--- config.mk ---
export PLATFORM = sky130hd
export DESIGN_NAME = timer_module
export DESIGN_NICKNAME = d
export VERILOG_FILES = /design/src/core/timer_module.v
export VERILOG_INCLUDE_DIRS = /design/src /design/src/core
export SDC_FILE = /design/constraint.sdc
export NUM_CORES = 1
export LEC_CHECK = 0
export ABC_AREA = 1
export BUFFER_PORTS_ARGS = -buffer_cell sky130_fd_sc_hd__buf_2
export CORE_UTILIZATION = 50
export CTS_BUF_LIST = sky130_fd_sc_hd__clkbuf_4 sky130_fd_sc_hd__clkbuf_8
export DETAILED_ROUTE_END_ITERATION = 6
export PLACE_DENSITY = 0.68
export SLEW_MARGIN = 25
export SYNTH_ARGS = -nofsm -noshare
export SYNTH_HDL_FRONTEND = slang
export SYNTH_SLANG_ARGS = --single-unit
--- constraint.sdc ---
create_clock -name mclk_i -period 3.6 [get_ports mclk_i]
set_clock_uncertainty 0.1 [all_clocks]
set_input_delay 0.72 -clock mclk_i [delete_from_list [all_inputs] [get_ports mclk_i]]
set_output_delay 0.72 -clock mclk_i [all_outputs]
set_load 0.05 [all_outputs]
--- src/core/timer_module_regs.vh ---
`ifndef TIMER_MODULE_REGS_VH
`define TIMER_MODULE_REGS_VH

// ****************************************
// register offsets
// ****************************************
`define TM_ADDR_W      4
`define TM_CTRL0       4'h0
`define TM_CTRL1       4'h1
`define TM_CNT_LO      4'h2
`define TM_CNT_HI      4'h3
`define TM_CMPA_LO     4'h4
`define TM_CMPA_HI     4'h5
`define TM_CMPP_LO     4'h6
`define TM_CMPP_HI     4'h7
`define TM_STATUS      4'h8
`define TM_AUX         4'h9

// ****************************************
// control_reg0 fields
// ****************************************
`define C0_PAUSE       7
`define C0_CKSEL_HI    6
`define C0_CKSEL_LO    4
`define C0_ON          3

// ****************************************
// control_reg1 fields
// ****************************************
`define C1_MODE_HI     7
`define C1_MODE_LO     6
`define C1_IO_HI       5
`define C1_IO_LO       4
`define C1_OC          3
`define C1_POL         2
`define C1_DPX         1
`define C1_CCLR        0

// ****************************************
// status and aux fields
// ****************************************
`define ST_FLAG_A      0
`define ST_FLAG_P      1
`define AUX_CAP_PER    0

// ****************************************
// encodings
// ****************************************
`define CK_SYS_DIV4    3'h0
`define CK_SYS         3'h1
`define CK_HI_DIV16    3'h2
`define CK_HI_DIV64    3'h3
`define CK_SUB_A       3'h4
`define CK_SUB_B       3'h5
`define CK_EXT_RISE    3'h6
`define CK_EXT_FALL    3'h7
`define MODE_CMP_OUT   2'h0
`define MODE_CAPTURE   2'h1
`define MODE_PWM       2'h2
`define MODE_COUNTER   2'h3
`define IO_RISE        2'h0
`define IO_FALL        2'h1
`define IO_BOTH        2'h2
`define OUT_KEEP       2'h0
`define OUT_LOW        2'h1
`define OUT_HIGH       2'h2
`define OUT_TOGGLE     2'h3
`define PWM_SINGLE     2'h3

// ****************************************
// reset values and sizes
// ****************************************
`define CNT_W          10
`define CTRL_RST       8'h00
`define CMP_RST        10'h000

`endif

--- src/core/timer_module.v ---
`include "timer_module_regs.vh"

// Behaviour
// - counter equal to comparator is a match
// - match raises interrupt, may clear, drive pin
// - three-bit clock select in control_reg0
// - sources: system ratios, high, sub, pin
// - external pin edges advance the counter
// - separate interrupts for comparators A and P
// - external clock edge rising or falling
// - external pin triggers single pulse
// - capture edge rising, falling or both
// - periodic pin alternative capture and trigger
// - compare output sets, clears or toggles pin
// - PWM leaves on the compare output pin
// - edge-aligned PWM, duty or period comparator
// - counter, capture, compare, pulse, PWM modes
// - enable rise zeroes, fall holds count
// - pause freezes and resumes the count
// - clock select encoding per table
// - low bytes move through shared buffer
module timer_module (
	input  wire                  mclk_i,
	input  wire                  rst_i,
	input  wire [`TM_ADDR_W-1:0] addr_i,
	input  wire [7:0]            wdata_i,
	input  wire                  wr_i,
	input  wire                  rd_i,
	output reg  [7:0]            rdata_o,
	input  wire                  sub_clock_i,
	input  wire                  ext_clock_pin_i,
	input  wire                  capture_input_pin_i,
	input  wire                  periodic_clock_capture_pin_i,
	output wire                  timer_output_pin_o,
	output wire                  irq_a_o,
	output wire                  irq_p_o
);

	// ****************************************
	// pin synchronisers
	// ****************************************
	reg  [2:0] sub_s_q;
	reg  [2:0] ext_s_q;
	reg  [2:0] cap_s_q;
	reg  [2:0] per_s_q;
	reg  [3:0] filt_q;
	reg  [3:0] filt_d1_q;
	wire [3:0] rise;
	wire [3:0] fall;
	integer    i;

	function [2:0] sync3;
		input [2:0] s;
		input       pin;
		begin
			sync3 = {s[1:0], pin};
		end
	endfunction

	always @(posedge mclk_i or posedge rst_i) begin
		if (rst_i) begin
			sub_s_q   <= 3'h0;
			ext_s_q   <= 3'h0;
			cap_s_q   <= 3'h0;
			per_s_q   <= 3'h0;
			filt_q    <= 4'h0;
			filt_d1_q <= 4'h0;
		end else begin
			sub_s_q <= sync3(sub_s_q, sub_clock_i);
			ext_s_q <= sync3(ext_s_q, ext_clock_pin_i);
			cap_s_q <= sync3(cap_s_q, capture_input_pin_i);
			per_s_q <= sync3(per_s_q, periodic_clock_capture_pin_i);
			// a change counts once stages two and three agree
			if (sub_s_q[1] == sub_s_q[2])
				filt_q[0] <= sub_s_q[2];
			if (ext_s_q[1] == ext_s_q[2])
				filt_q[1] <= ext_s_q[2];
			if (cap_s_q[1] == cap_s_q[2])
				filt_q[2] <= cap_s_q[2];
			if (per_s_q[1] == per_s_q[2])
				filt_q[3] <= per_s_q[2];
			filt_d1_q <= filt_q;
		end
	end

	assign rise = filt_q & ~filt_d1_q;
	assign fall = ~filt_q & filt_d1_q;

	// ****************************************
	// registers
	// ****************************************
	reg  [7:0]        ctrl0_q;
	reg  [7:0]        ctrl1_q;
	reg  [`CNT_W-1:0] cmpa_q;
	reg  [`CNT_W-1:0] cmpp_q;
	reg  [7:0]        buf_q;
	reg               flag_a_q;
	reg               flag_p_q;
	reg               cap_per_q;
	reg  [`CNT_W-1:0] cnt_q;
	reg               on_d1_q;
	reg               out_q;
	reg               sp_run_q;
	reg  [5:0]        pre_q;

	wire [2:0] cksel  = ctrl0_q[`C0_CKSEL_HI:`C0_CKSEL_LO];
	wire [1:0] mode   = ctrl1_q[`C1_MODE_HI:`C1_MODE_LO];
	wire [1:0] io     = ctrl1_q[`C1_IO_HI:`C1_IO_LO];
	wire       on     = ctrl0_q[`C0_ON];
	wire       pause  = ctrl0_q[`C0_PAUSE];
	wire       on_up  = on & ~on_d1_q;
	wire       single = (mode == `MODE_PWM) && (io == `PWM_SINGLE);

	// ****************************************
	// counter clock
	// ****************************************
	reg tick;

	always @* begin
		case (cksel)
		`CK_SYS_DIV4: tick = (pre_q[1:0] == 2'h3);
		`CK_SYS:      tick = 1'b1;
		`CK_HI_DIV16: tick = (pre_q[3:0] == 4'hf);
		`CK_HI_DIV64: tick = (pre_q == 6'h3f);
		`CK_SUB_A:    tick = rise[0];
		`CK_SUB_B:    tick = rise[0];
		`CK_EXT_RISE: tick = rise[1] & ~single;
		`CK_EXT_FALL: tick = fall[1] & ~single;
		default:      tick = 1'b0;
		endcase
	end

	// ****************************************
	// compare, capture and trigger events
	// ****************************************
	wire run     = on & ~pause & (~single | sp_run_q);
	wire step    = run & tick;
	wire match_a = step && (cnt_q == cmpa_q);
	wire match_p = step && (cnt_q == cmpp_q);
	wire dpx     = ctrl1_q[`C1_DPX];
	wire per_m   = dpx ? match_a : match_p;
	wire duty_m  = dpx ? match_p : match_a;
	wire clr_m   = (mode == `MODE_PWM) ? per_m :
	               (ctrl1_q[`C1_CCLR] ? match_a : match_p);

	// capture pin or periodic pin as capture source
	wire cap_r = cap_per_q ? rise[3] : rise[2];
	wire cap_f = cap_per_q ? fall[3] : fall[2];
	reg  cap_ev;

	always @* begin
		case (io)
		`IO_RISE: cap_ev = cap_r;
		`IO_FALL: cap_ev = cap_f;
		`IO_BOTH: cap_ev = cap_r | cap_f;
		default:  cap_ev = 1'b0;
		endcase
	end

	wire capture = on && (mode == `MODE_CAPTURE) && cap_ev;
	// single pulse trigger from the clock pin or the periodic pin
	wire trig = single & on & ~sp_run_q &
	            (cap_per_q ? rise[3] : rise[1]);

	// ****************************************
	// counter
	// ****************************************
	always @(posedge mclk_i or posedge rst_i) begin
		if (rst_i) begin
			cnt_q    <= {`CNT_W{1'b0}};
			on_d1_q  <= 1'b0;
			pre_q    <= 6'h00;
			sp_run_q <= 1'b0;
		end else begin
			on_d1_q <= on;
			pre_q   <= pre_q + 6'h01;
			if (on_up || trig)
				cnt_q <= {`CNT_W{1'b0}};
			else if (step) begin
				if (clr_m)
					cnt_q <= {`CNT_W{1'b0}};
				else
					cnt_q <= cnt_q + {{(`CNT_W-1){1'b0}}, 1'b1};
			end
			if (!single || !on)
				sp_run_q <= 1'b0;
			else if (trig)
				sp_run_q <= 1'b1;
			else if (match_a)
				sp_run_q <= 1'b0;
		end
	end

	// ****************************************
	// output pin
	// ****************************************
	always @(posedge mclk_i or posedge rst_i) begin
		if (rst_i) begin
			out_q <= 1'b0;
		end else if (on_up || !on) begin
			out_q <= ctrl1_q[`C1_OC];
		end else begin
			case (mode)
			`MODE_CMP_OUT: begin
				if (match_a || match_p) begin
					case (io)
					`OUT_LOW:    out_q <= 1'b0;
					`OUT_HIGH:   out_q <= 1'b1;
					`OUT_TOGGLE: out_q <= ~out_q;
					default:     out_q <= out_q;
					endcase
				end
			end
			`MODE_PWM: begin
				if (single) begin
					if (trig)
						out_q <= 1'b1;
					else if (match_a)
						out_q <= 1'b0;
				end else if (per_m)
					out_q <= 1'b1;
				else if (duty_m)
					out_q <= 1'b0;
			end
			default: out_q <= out_q;
			endcase
		end
	end

	// same pin for compare output and PWM
	assign timer_output_pin_o = out_q ^ ctrl1_q[`C1_POL];

	// ****************************************
	// register bus
	// ****************************************
	wire wr_st = wr_i && (addr_i == `TM_STATUS);

	always @(posedge mclk_i or posedge rst_i) begin
		if (rst_i) begin
			ctrl0_q   <= `CTRL_RST;
			ctrl1_q   <= `CTRL_RST;
			cmpa_q    <= `CMP_RST;
			cmpp_q    <= `CMP_RST;
			buf_q     <= 8'h00;
			cap_per_q <= 1'b0;
			rdata_o   <= 8'h00;
		end else begin
			rdata_o <= 8'h00;
			if (wr_i) begin
				case (addr_i)
				`TM_CTRL0:   ctrl0_q <= wdata_i;
				`TM_CTRL1:   ctrl1_q <= wdata_i;
				`TM_CMPA_LO: buf_q   <= wdata_i;
				`TM_CMPP_LO: buf_q   <= wdata_i;
				`TM_CMPA_HI: cmpa_q  <= {wdata_i[1:0], buf_q};
				`TM_CMPP_HI: cmpp_q  <= {wdata_i[1:0], buf_q};
				`TM_AUX:     cap_per_q <= wdata_i[`AUX_CAP_PER];
				default:     cap_per_q <= cap_per_q;
				endcase
			end else if (rd_i) begin
				case (addr_i)
				`TM_CTRL0: rdata_o <= ctrl0_q;
				`TM_CTRL1: rdata_o <= ctrl1_q;
				`TM_CNT_HI: begin
					rdata_o <= {6'h00, cnt_q[9:8]};
					buf_q   <= cnt_q[7:0];
				end
				`TM_CMPA_HI: begin
					rdata_o <= {6'h00, cmpa_q[9:8]};
					buf_q   <= cmpa_q[7:0];
				end
				`TM_CMPP_HI: begin
					rdata_o <= {6'h00, cmpp_q[9:8]};
					buf_q   <= cmpp_q[7:0];
				end
				`TM_CNT_LO:  rdata_o <= buf_q;
				`TM_CMPA_LO: rdata_o <= buf_q;
				`TM_CMPP_LO: rdata_o <= buf_q;
				`TM_STATUS:  rdata_o <= {6'h00, flag_p_q, flag_a_q};
				`TM_AUX:     rdata_o <= {7'h00, cap_per_q};
				default:     rdata_o <= 8'h00;
				endcase
			end
			// capture loads comparator A with the count
			if (capture)
				cmpa_q <= cnt_q;
		end
	end

	// ****************************************
	// interrupt flags
	// ****************************************
	always @(posedge mclk_i or posedge rst_i) begin
		if (rst_i) begin
			flag_a_q <= 1'b0;
			flag_p_q <= 1'b0;
		end else begin
			// set wins over a write-one clear
			if (match_a || capture)
				flag_a_q <= 1'b1;
			else if (wr_st && wdata_i[`ST_FLAG_A])
				flag_a_q <= 1'b0;
			if (match_p)
				flag_p_q <= 1'b1;
			else if (wr_st && wdata_i[`ST_FLAG_P])
				flag_p_q <= 1'b0;
		end
	end

	assign irq_a_o = flag_a_q;
	assign irq_p_o = flag_p_q;

endmodule // timer_module

; ---- After elaboration in Yosys (flattened, before gate mapping)
; Index checks and enable logic that the tools add are counted.
[op_classes]
addsub = 2
eq_ne = 35
n_mux = 36
n_bitwise = 21
n_reduce_logical = 38
[op_table]
columns = operator, count
row1 = $pmux W8 S8, 1
row2 = $mux W10, 6
row3 = $mux W8, 5
row4 = $pmux W8 S3, 1
row5 = $eq A10 B10 Y1, 2
row6 = $mux W1, 19
row7 = $eq A4 B3 Y1 const B, 4
row8 = $eq A3 B3 Y1 const B, 4
row9 = $eq A4 B4 Y1 const B, 3
row10 = $reduce_bool A2 Y1, 6
row11 = $add A10 B1 Y10 const B, 1
row12 = $ne A5 B4 Y1 const B, 2
row13 = $reduce_and A2 Y1, 5
row14 = $and A1 B1 Y1, 9
row15 = $and A4 B4 Y4, 2
row16 = $eq A2 B2 Y1 const B, 4
row17 = $eq A4 B2 Y1 const B, 2
row18 = $logic_and A1 B1 Y1, 8
row19 = $not A4 Y4, 2
row20 = $pmux W1 S7, 1
row21 = $add A6 B1 Y6 const B, 1
row22 = $eq A3 B2 Y1 const B, 2
row23 = $eq A6 B6 Y1 const B, 1
row24 = $pmux W1 S3, 2
row25 = 22 further kinds, 39
[totals]
register_bits = 94
inputBits = 20
output_inout_bits = 11
wordCells = 155

; ---- Depth between registers and ports, before layout
[logic_depth]
depth_word = 13
depth_mapped = 14
ltp_nobuf = 14

; ---- Worst setup path before layout
; OpenSTA, ideal clock, no wires.
[synth_path]
path_kind = register to output
from = reg out_q
to = out timer_output_pin_o
t_arrival_ns = 1.155
required_time_ns = 2.780
setup_slack_ns = 1.625
stages_incl_launch_ff = 2
n_path_buf = 0
path_cell_list = dfrtp_1 > xor2_1
[synth_via]
elab_chain_len = 1
[synth_lines]
columns = element, line_no
row1 = "start, declared", timer_module.v:102  ; reg out_q;
row2 = "start signal, assigned", timer_module.v:201  ; out_q <= ctrl1_q[`C1_OC];
row3 = "start signal, assigned", timer_module.v:209  ; `OUT_TOGGLE: out_q <= ~out_q;
row4 = "start signal, assigned", timer_module.v:210  ; default: out_q <= out_q;
row5 = $xor A1 B1 Y1, timer_module.v:231  ; assign timer_output_pin_o = out_q ^ ctrl1_q[`C1_POL];
row6 = "end, declared", timer_module.v:34  ; output wire timer_output_pin_o,
; No other way between the ends.

; ---- Worst setup path after layout
[layout_path]
from = reg ctrl1_q[4]
to = reg cmpa_q[5]
[layout_via]
elab_chain_len = 5
word_cells_on_any_way = 9
cone_classes = 2 x eq/ne / 2 x mux / 5 x reduce/logical
[layout_lines]
columns = element, line_no
row1 = "start, declared", timer_module.v:93  ; reg [7:0] ctrl1_q;
row2 = "start signal, assigned", timer_module.v:241  ; ctrl1_q <= `CTRL_RST;
row3 = "start signal, assigned", timer_module.v:252  ; `TM_CTRL1: ctrl1_q <= wdata_i;
row4 = "$eq A2 B2 Y1, or another cell as far along", timer_module.v:152  ; case (io)
row5 = $pmux W1 S3 (*), timer_module.v:152
row6 = $logic_and A1 B1 Y1 (*), timer_module.v:160  ; wire capture = on && (mode == `MODE_CAPTURE) && cap_ev;
row7 = $reduce_bool A2 Y1 (no source line), -
row8 = $reduce_and A2 Y1 (no source line), -
row9 = "end signal, assigned", timer_module.v:242  ; cmpa_q <= `CMP_RST;
row10 = "end signal, assigned", timer_module.v:255  ; `TM_CMPA_HI: cmpa_q <= {wdata_i[1:0], buf_q};
row11 = "end signal, assigned", timer_module.v:286  ; cmpa_q <= cnt_q;
row12 = "end, declared", timer_module.v:94  ; reg [`CNT_W-1:0] cmpa_q;
; Mark *: on every way between the ends. The rest lies on a longest branch, timed or not.
; A chain may end at the register's enable or synchronous reset.

==> flow_summary_export.csv <==
group,metric,value,unit
global_route,grt_overflow,0,
final_layout,fin_nets,627,
die,rows,35,
worst_setup_path,r2r-start,"ctrl1_q[4]",
global_route,grt_pass1_wl,19900,um
clock_tree,cts_tree,"built",
worst_hold_path,worst_hold_startpoint,"cap_s_q[0]",
placed_design,hpwl,8630,um
global_route,grt_max_degree,42,
clock_tree,cts-root-buf,"clkbuf_8",
sta,relSlewSlack,0.320,
drt,wl_per_cell,16.1,um
pwr,vdd_ir_drop_max,258,uV
worst_setup_path,cpMostUsedCell,"o21ai_0",
final_layout,area_growth,9.95,%
logic_synthesis,syn_avg_cell_area,8.43,um^2
logic_synthesis,synth-edff-count,0,
die,ios,31,
global_route,grt_pass1_vias,3847,
pwr,p_leak,2.57,nW
drt,wl,11800,um
final_layout,antenna_cells,0,
drt,drt_first_pass_iters,5,
drt,detail_route.vias_per_cell,5.36,
logic_synthesis,ys_seq_elements,94,
clock_tree,clock_path_buffers,2,
worst_hold_path,hold_class,"register to register",
clock_tree,cts_buffers,9,
sta,finalWorstSetupSlack,1.22,ns
placed_design,dp_slack,1.24,ns
sta,min_period,2.38,ns
worst_setup_path,cpPeakStageDelay,0.57,ns
status,status,"completed",
worst_setup_path,setup.worst_path.start,"ctrl1_q[4]",
worst_setup_path,crit_type,"register to register",
worst_setup_path,path_cells,"inv_1 > ha_1 > o21ai_0 > o21ai_0 > nand2_1 > o21ai_2 > o221ai_1",
global_route,grt.met3_usage,0.0439,
global_route,busiest_layer,"met1",
die,die_area,0.00998,mm^2
global_route,antenna_found_initial,0,
worst_setup_path,cp-start-kind,"register",
clock_tree,cts_hold_buf,0,
clock_tree,clkLatencyLatePin,0.38,ns
drt,vias,3935,
global_route,grtUsageTotal,0.262,
sta,setup_violations,0,
logic_synthesis,synth-async-reset-ratio,1.00,
sta,slew_violations,0,
die,coreArea,0.00924,mm^2
placed_design,gp_congestion,0.912,
sta,finalHoldViolations,0,
logic_synthesis,syn_inst,568,
sta,holdWs,0.258,ns
job,drv_cap,0,
clock_tree,cts_setup_buffers,0,
drt,drtIter0Drc,258,
sta,fin_tns_setup,0,ns
clock_tree,cts_sinks,94,
logic_synthesis,ys_seq_area_frac,0.491,
worst_setup_path,cp.arrival,2.56,ns
clock_tree,htreeDepth,3,
logic_synthesis,yosys_warnings,0,
sta,worst_slew_pin_slew,1.01,ns
clock_tree,cts_resized,0,
sta,rsz0062_at_grt,"no",
placed_design,io_buffers,30,
drt,ant_nets,0,
die,die_w,99.9,um
drt,drc,0,
logic_synthesis,yosysUniqueCellTypes,43,
clock_tree,clk_pin_slew_worst_paths,0.11,ns
worst_setup_path,critPathCaptureType,"register",
sta,fin_crit_sh,0.661,
global_route,grt_use_met2,0.373,
logic_synthesis,synth_area,0.00479,mm^2
worst_setup_path,cp_slowest_cell,"nand2_1",
worst_setup_path,required,3.78,ns
placed_design,dp_cells,718,
global_route,grt_use_met1,0.397,
final_layout,stdcell_count,734,
die,start_util,0.518,
logic_synthesis,synth_nets,595,
sta,maxClockFrequency,420,MHz
worst_setup_path,critPathMaxFanout,22,
pwr,p_per_area,548,mW/mm^2
die,die_h,99.9,um
final_layout,layout-drive-gt1-share,0.169,
logic_synthesis,synth_ff_type,"dfrtp_1",
## area by class of cell
class / instances / area, um^2
fill: 836 / 3970
sequential: 94 / 2350
clock buffer: 9 / 124
inverter: 87 / 332
multi-input combinational: 376 / 2050
tap: 129 / 161
timing repair buffer: 32 / 165
clock inverter: 7 / 80.1
## power breakdown
part	total, W	switching, W	internal [W]
Sequential	0.00142	0.000182	0.00124
Combinational	0.000746	0.000490	0.000255
Clock	0.000717	0.000441	0.000276
Total	0.00289	0.00111	0.00177
## cell usage after synthesis, types with 7 or more instances
| library cell | number | area [um^2] |
|---|---|---|
| o21ai_0 | 45 | 225 |
| inv_2 | 13 | 48.8 |
| o221ai_1 | 16 | 140 |
| o21ai_2 | 11 | 96.3 |
| nand2_1 | 148 | 556 |
| xor2_1 | 13 | 114 |
| nor2_1 | 28 | 105 |
| o21ai_1 | 9 | 45.0 |
| ha_1 | 7 | 87.6 |
| inv_1 | 73 | 274 |
| nor2_2 | 7 | 43.8 |
| a21oi_1 | 8 | 40.0 |
| nand2_2 | 8 | 50.1 |
| nand3_1 | 27 | 135 |
| dfrtp_1 | 94 | 2350 |
## kinds of logic (layout without fill, tap and decap cells)
group	count (synthesis)	count (layout)	share of synthesized area
AND/OR/NAND/NOR	236	236	0.217
AO/OA/AOI/OAI	115	115	0.160
buffers and inverters	98	135	0.0805
flip-flops	94	94	0.491
XOR/XNOR	14	14	0.0256
adder cells (fa/ha/maj)	11	11	0.0266
## cells in the final DEF, fill, tap and decap left out, drive strengths merged
cell | netlist | routed
a31oi | 1 | 1
dfrtp | 94 | 94
xnor2 | 1 | 1
nor4 | 1 | 1
xor2 | 13 | 13
o21bai | 1 | 1
nand2 | 158 | 158
a221oi | 2 | 2
clkinv | 0 | 3
o211ai | 7 | 7
ha | 7 | 7
maj3 | 4 | 4
nor3 | 5 | 5
buf | 4 | 32
nand3 | 30 | 30
o31ai | 1 | 1
a2111oi | 1 | 1
o21ai | 65 | 65
nor2 | 37 | 37
clkbuf | 7 | 9
nand3b | 1 | 1
a31o | 1 | 1
o22ai | 6 | 6
nand4 | 3 | 3
o221ai | 16 | 16
o2111ai | 4 | 4
inv | 87 | 90
clkinvlp | 0 | 1
or2 | 1 | 1
a21oi | 10 | 10
## critical path, delay by kind of cell (launching register included)
family | cells | cell delay (ns)
AND/OR/NAND/NOR | 1 | 0.57
AO/OA/AOI/OAI | 4 | 0.80
adder cells (fa/ha/maj) | 1 | 0.24
flip-flops | 1 | 0.46
buffers and inverters | 1 | 0.11
## flip-flops by register name, summed over array words and instances (netlist names), 4 cells and up
signal and flops:
buf_q 8, cmpa_q 10, cmpp_q 10, cnt_q 10
ctrl0_q 8, ctrl1_q 8, filt_d1_q 4, filt_q 4
pre_q 6, rdata_o 8
## through the flow
step	instance area (um^2)	util	power, W
finish	5270	0.570	0.00289
global route	5270	0.570	0.00305
CTS	5270	0.570	0.00288
detailed placement	5060	0.548	0.00217
global placement	5060	0.548	0.00216
floorplan	4790	-	0.00195
## worst paths after layout
check	cells after the start	slack, ns	end
max in group asynchronous	3	2.37	irq_p_o
setup reg to reg	7	1.22	cmpa_q[5]
hold / removal	0	0.26	cap_s_q[1]
hold reg to reg	0	0.26	cap_s_q[1]
setup / recovery	7	1.22	cmpa_q[5]
min in group asynchronous	2	0.27	filt_q[2]
## layer usage
layer / part of all wire / up-vias / routed length (um)
met4: 0.022 / 0 / 257
met5: 0 / - / 0
met1: 0.50 / 1858 / 5880
li1: - / 1924 / -
met3: 0.054 / 19 / 632
met2: 0.43 / 134 / 5030
Note: power is estimated with default switching activity, not from simulation.
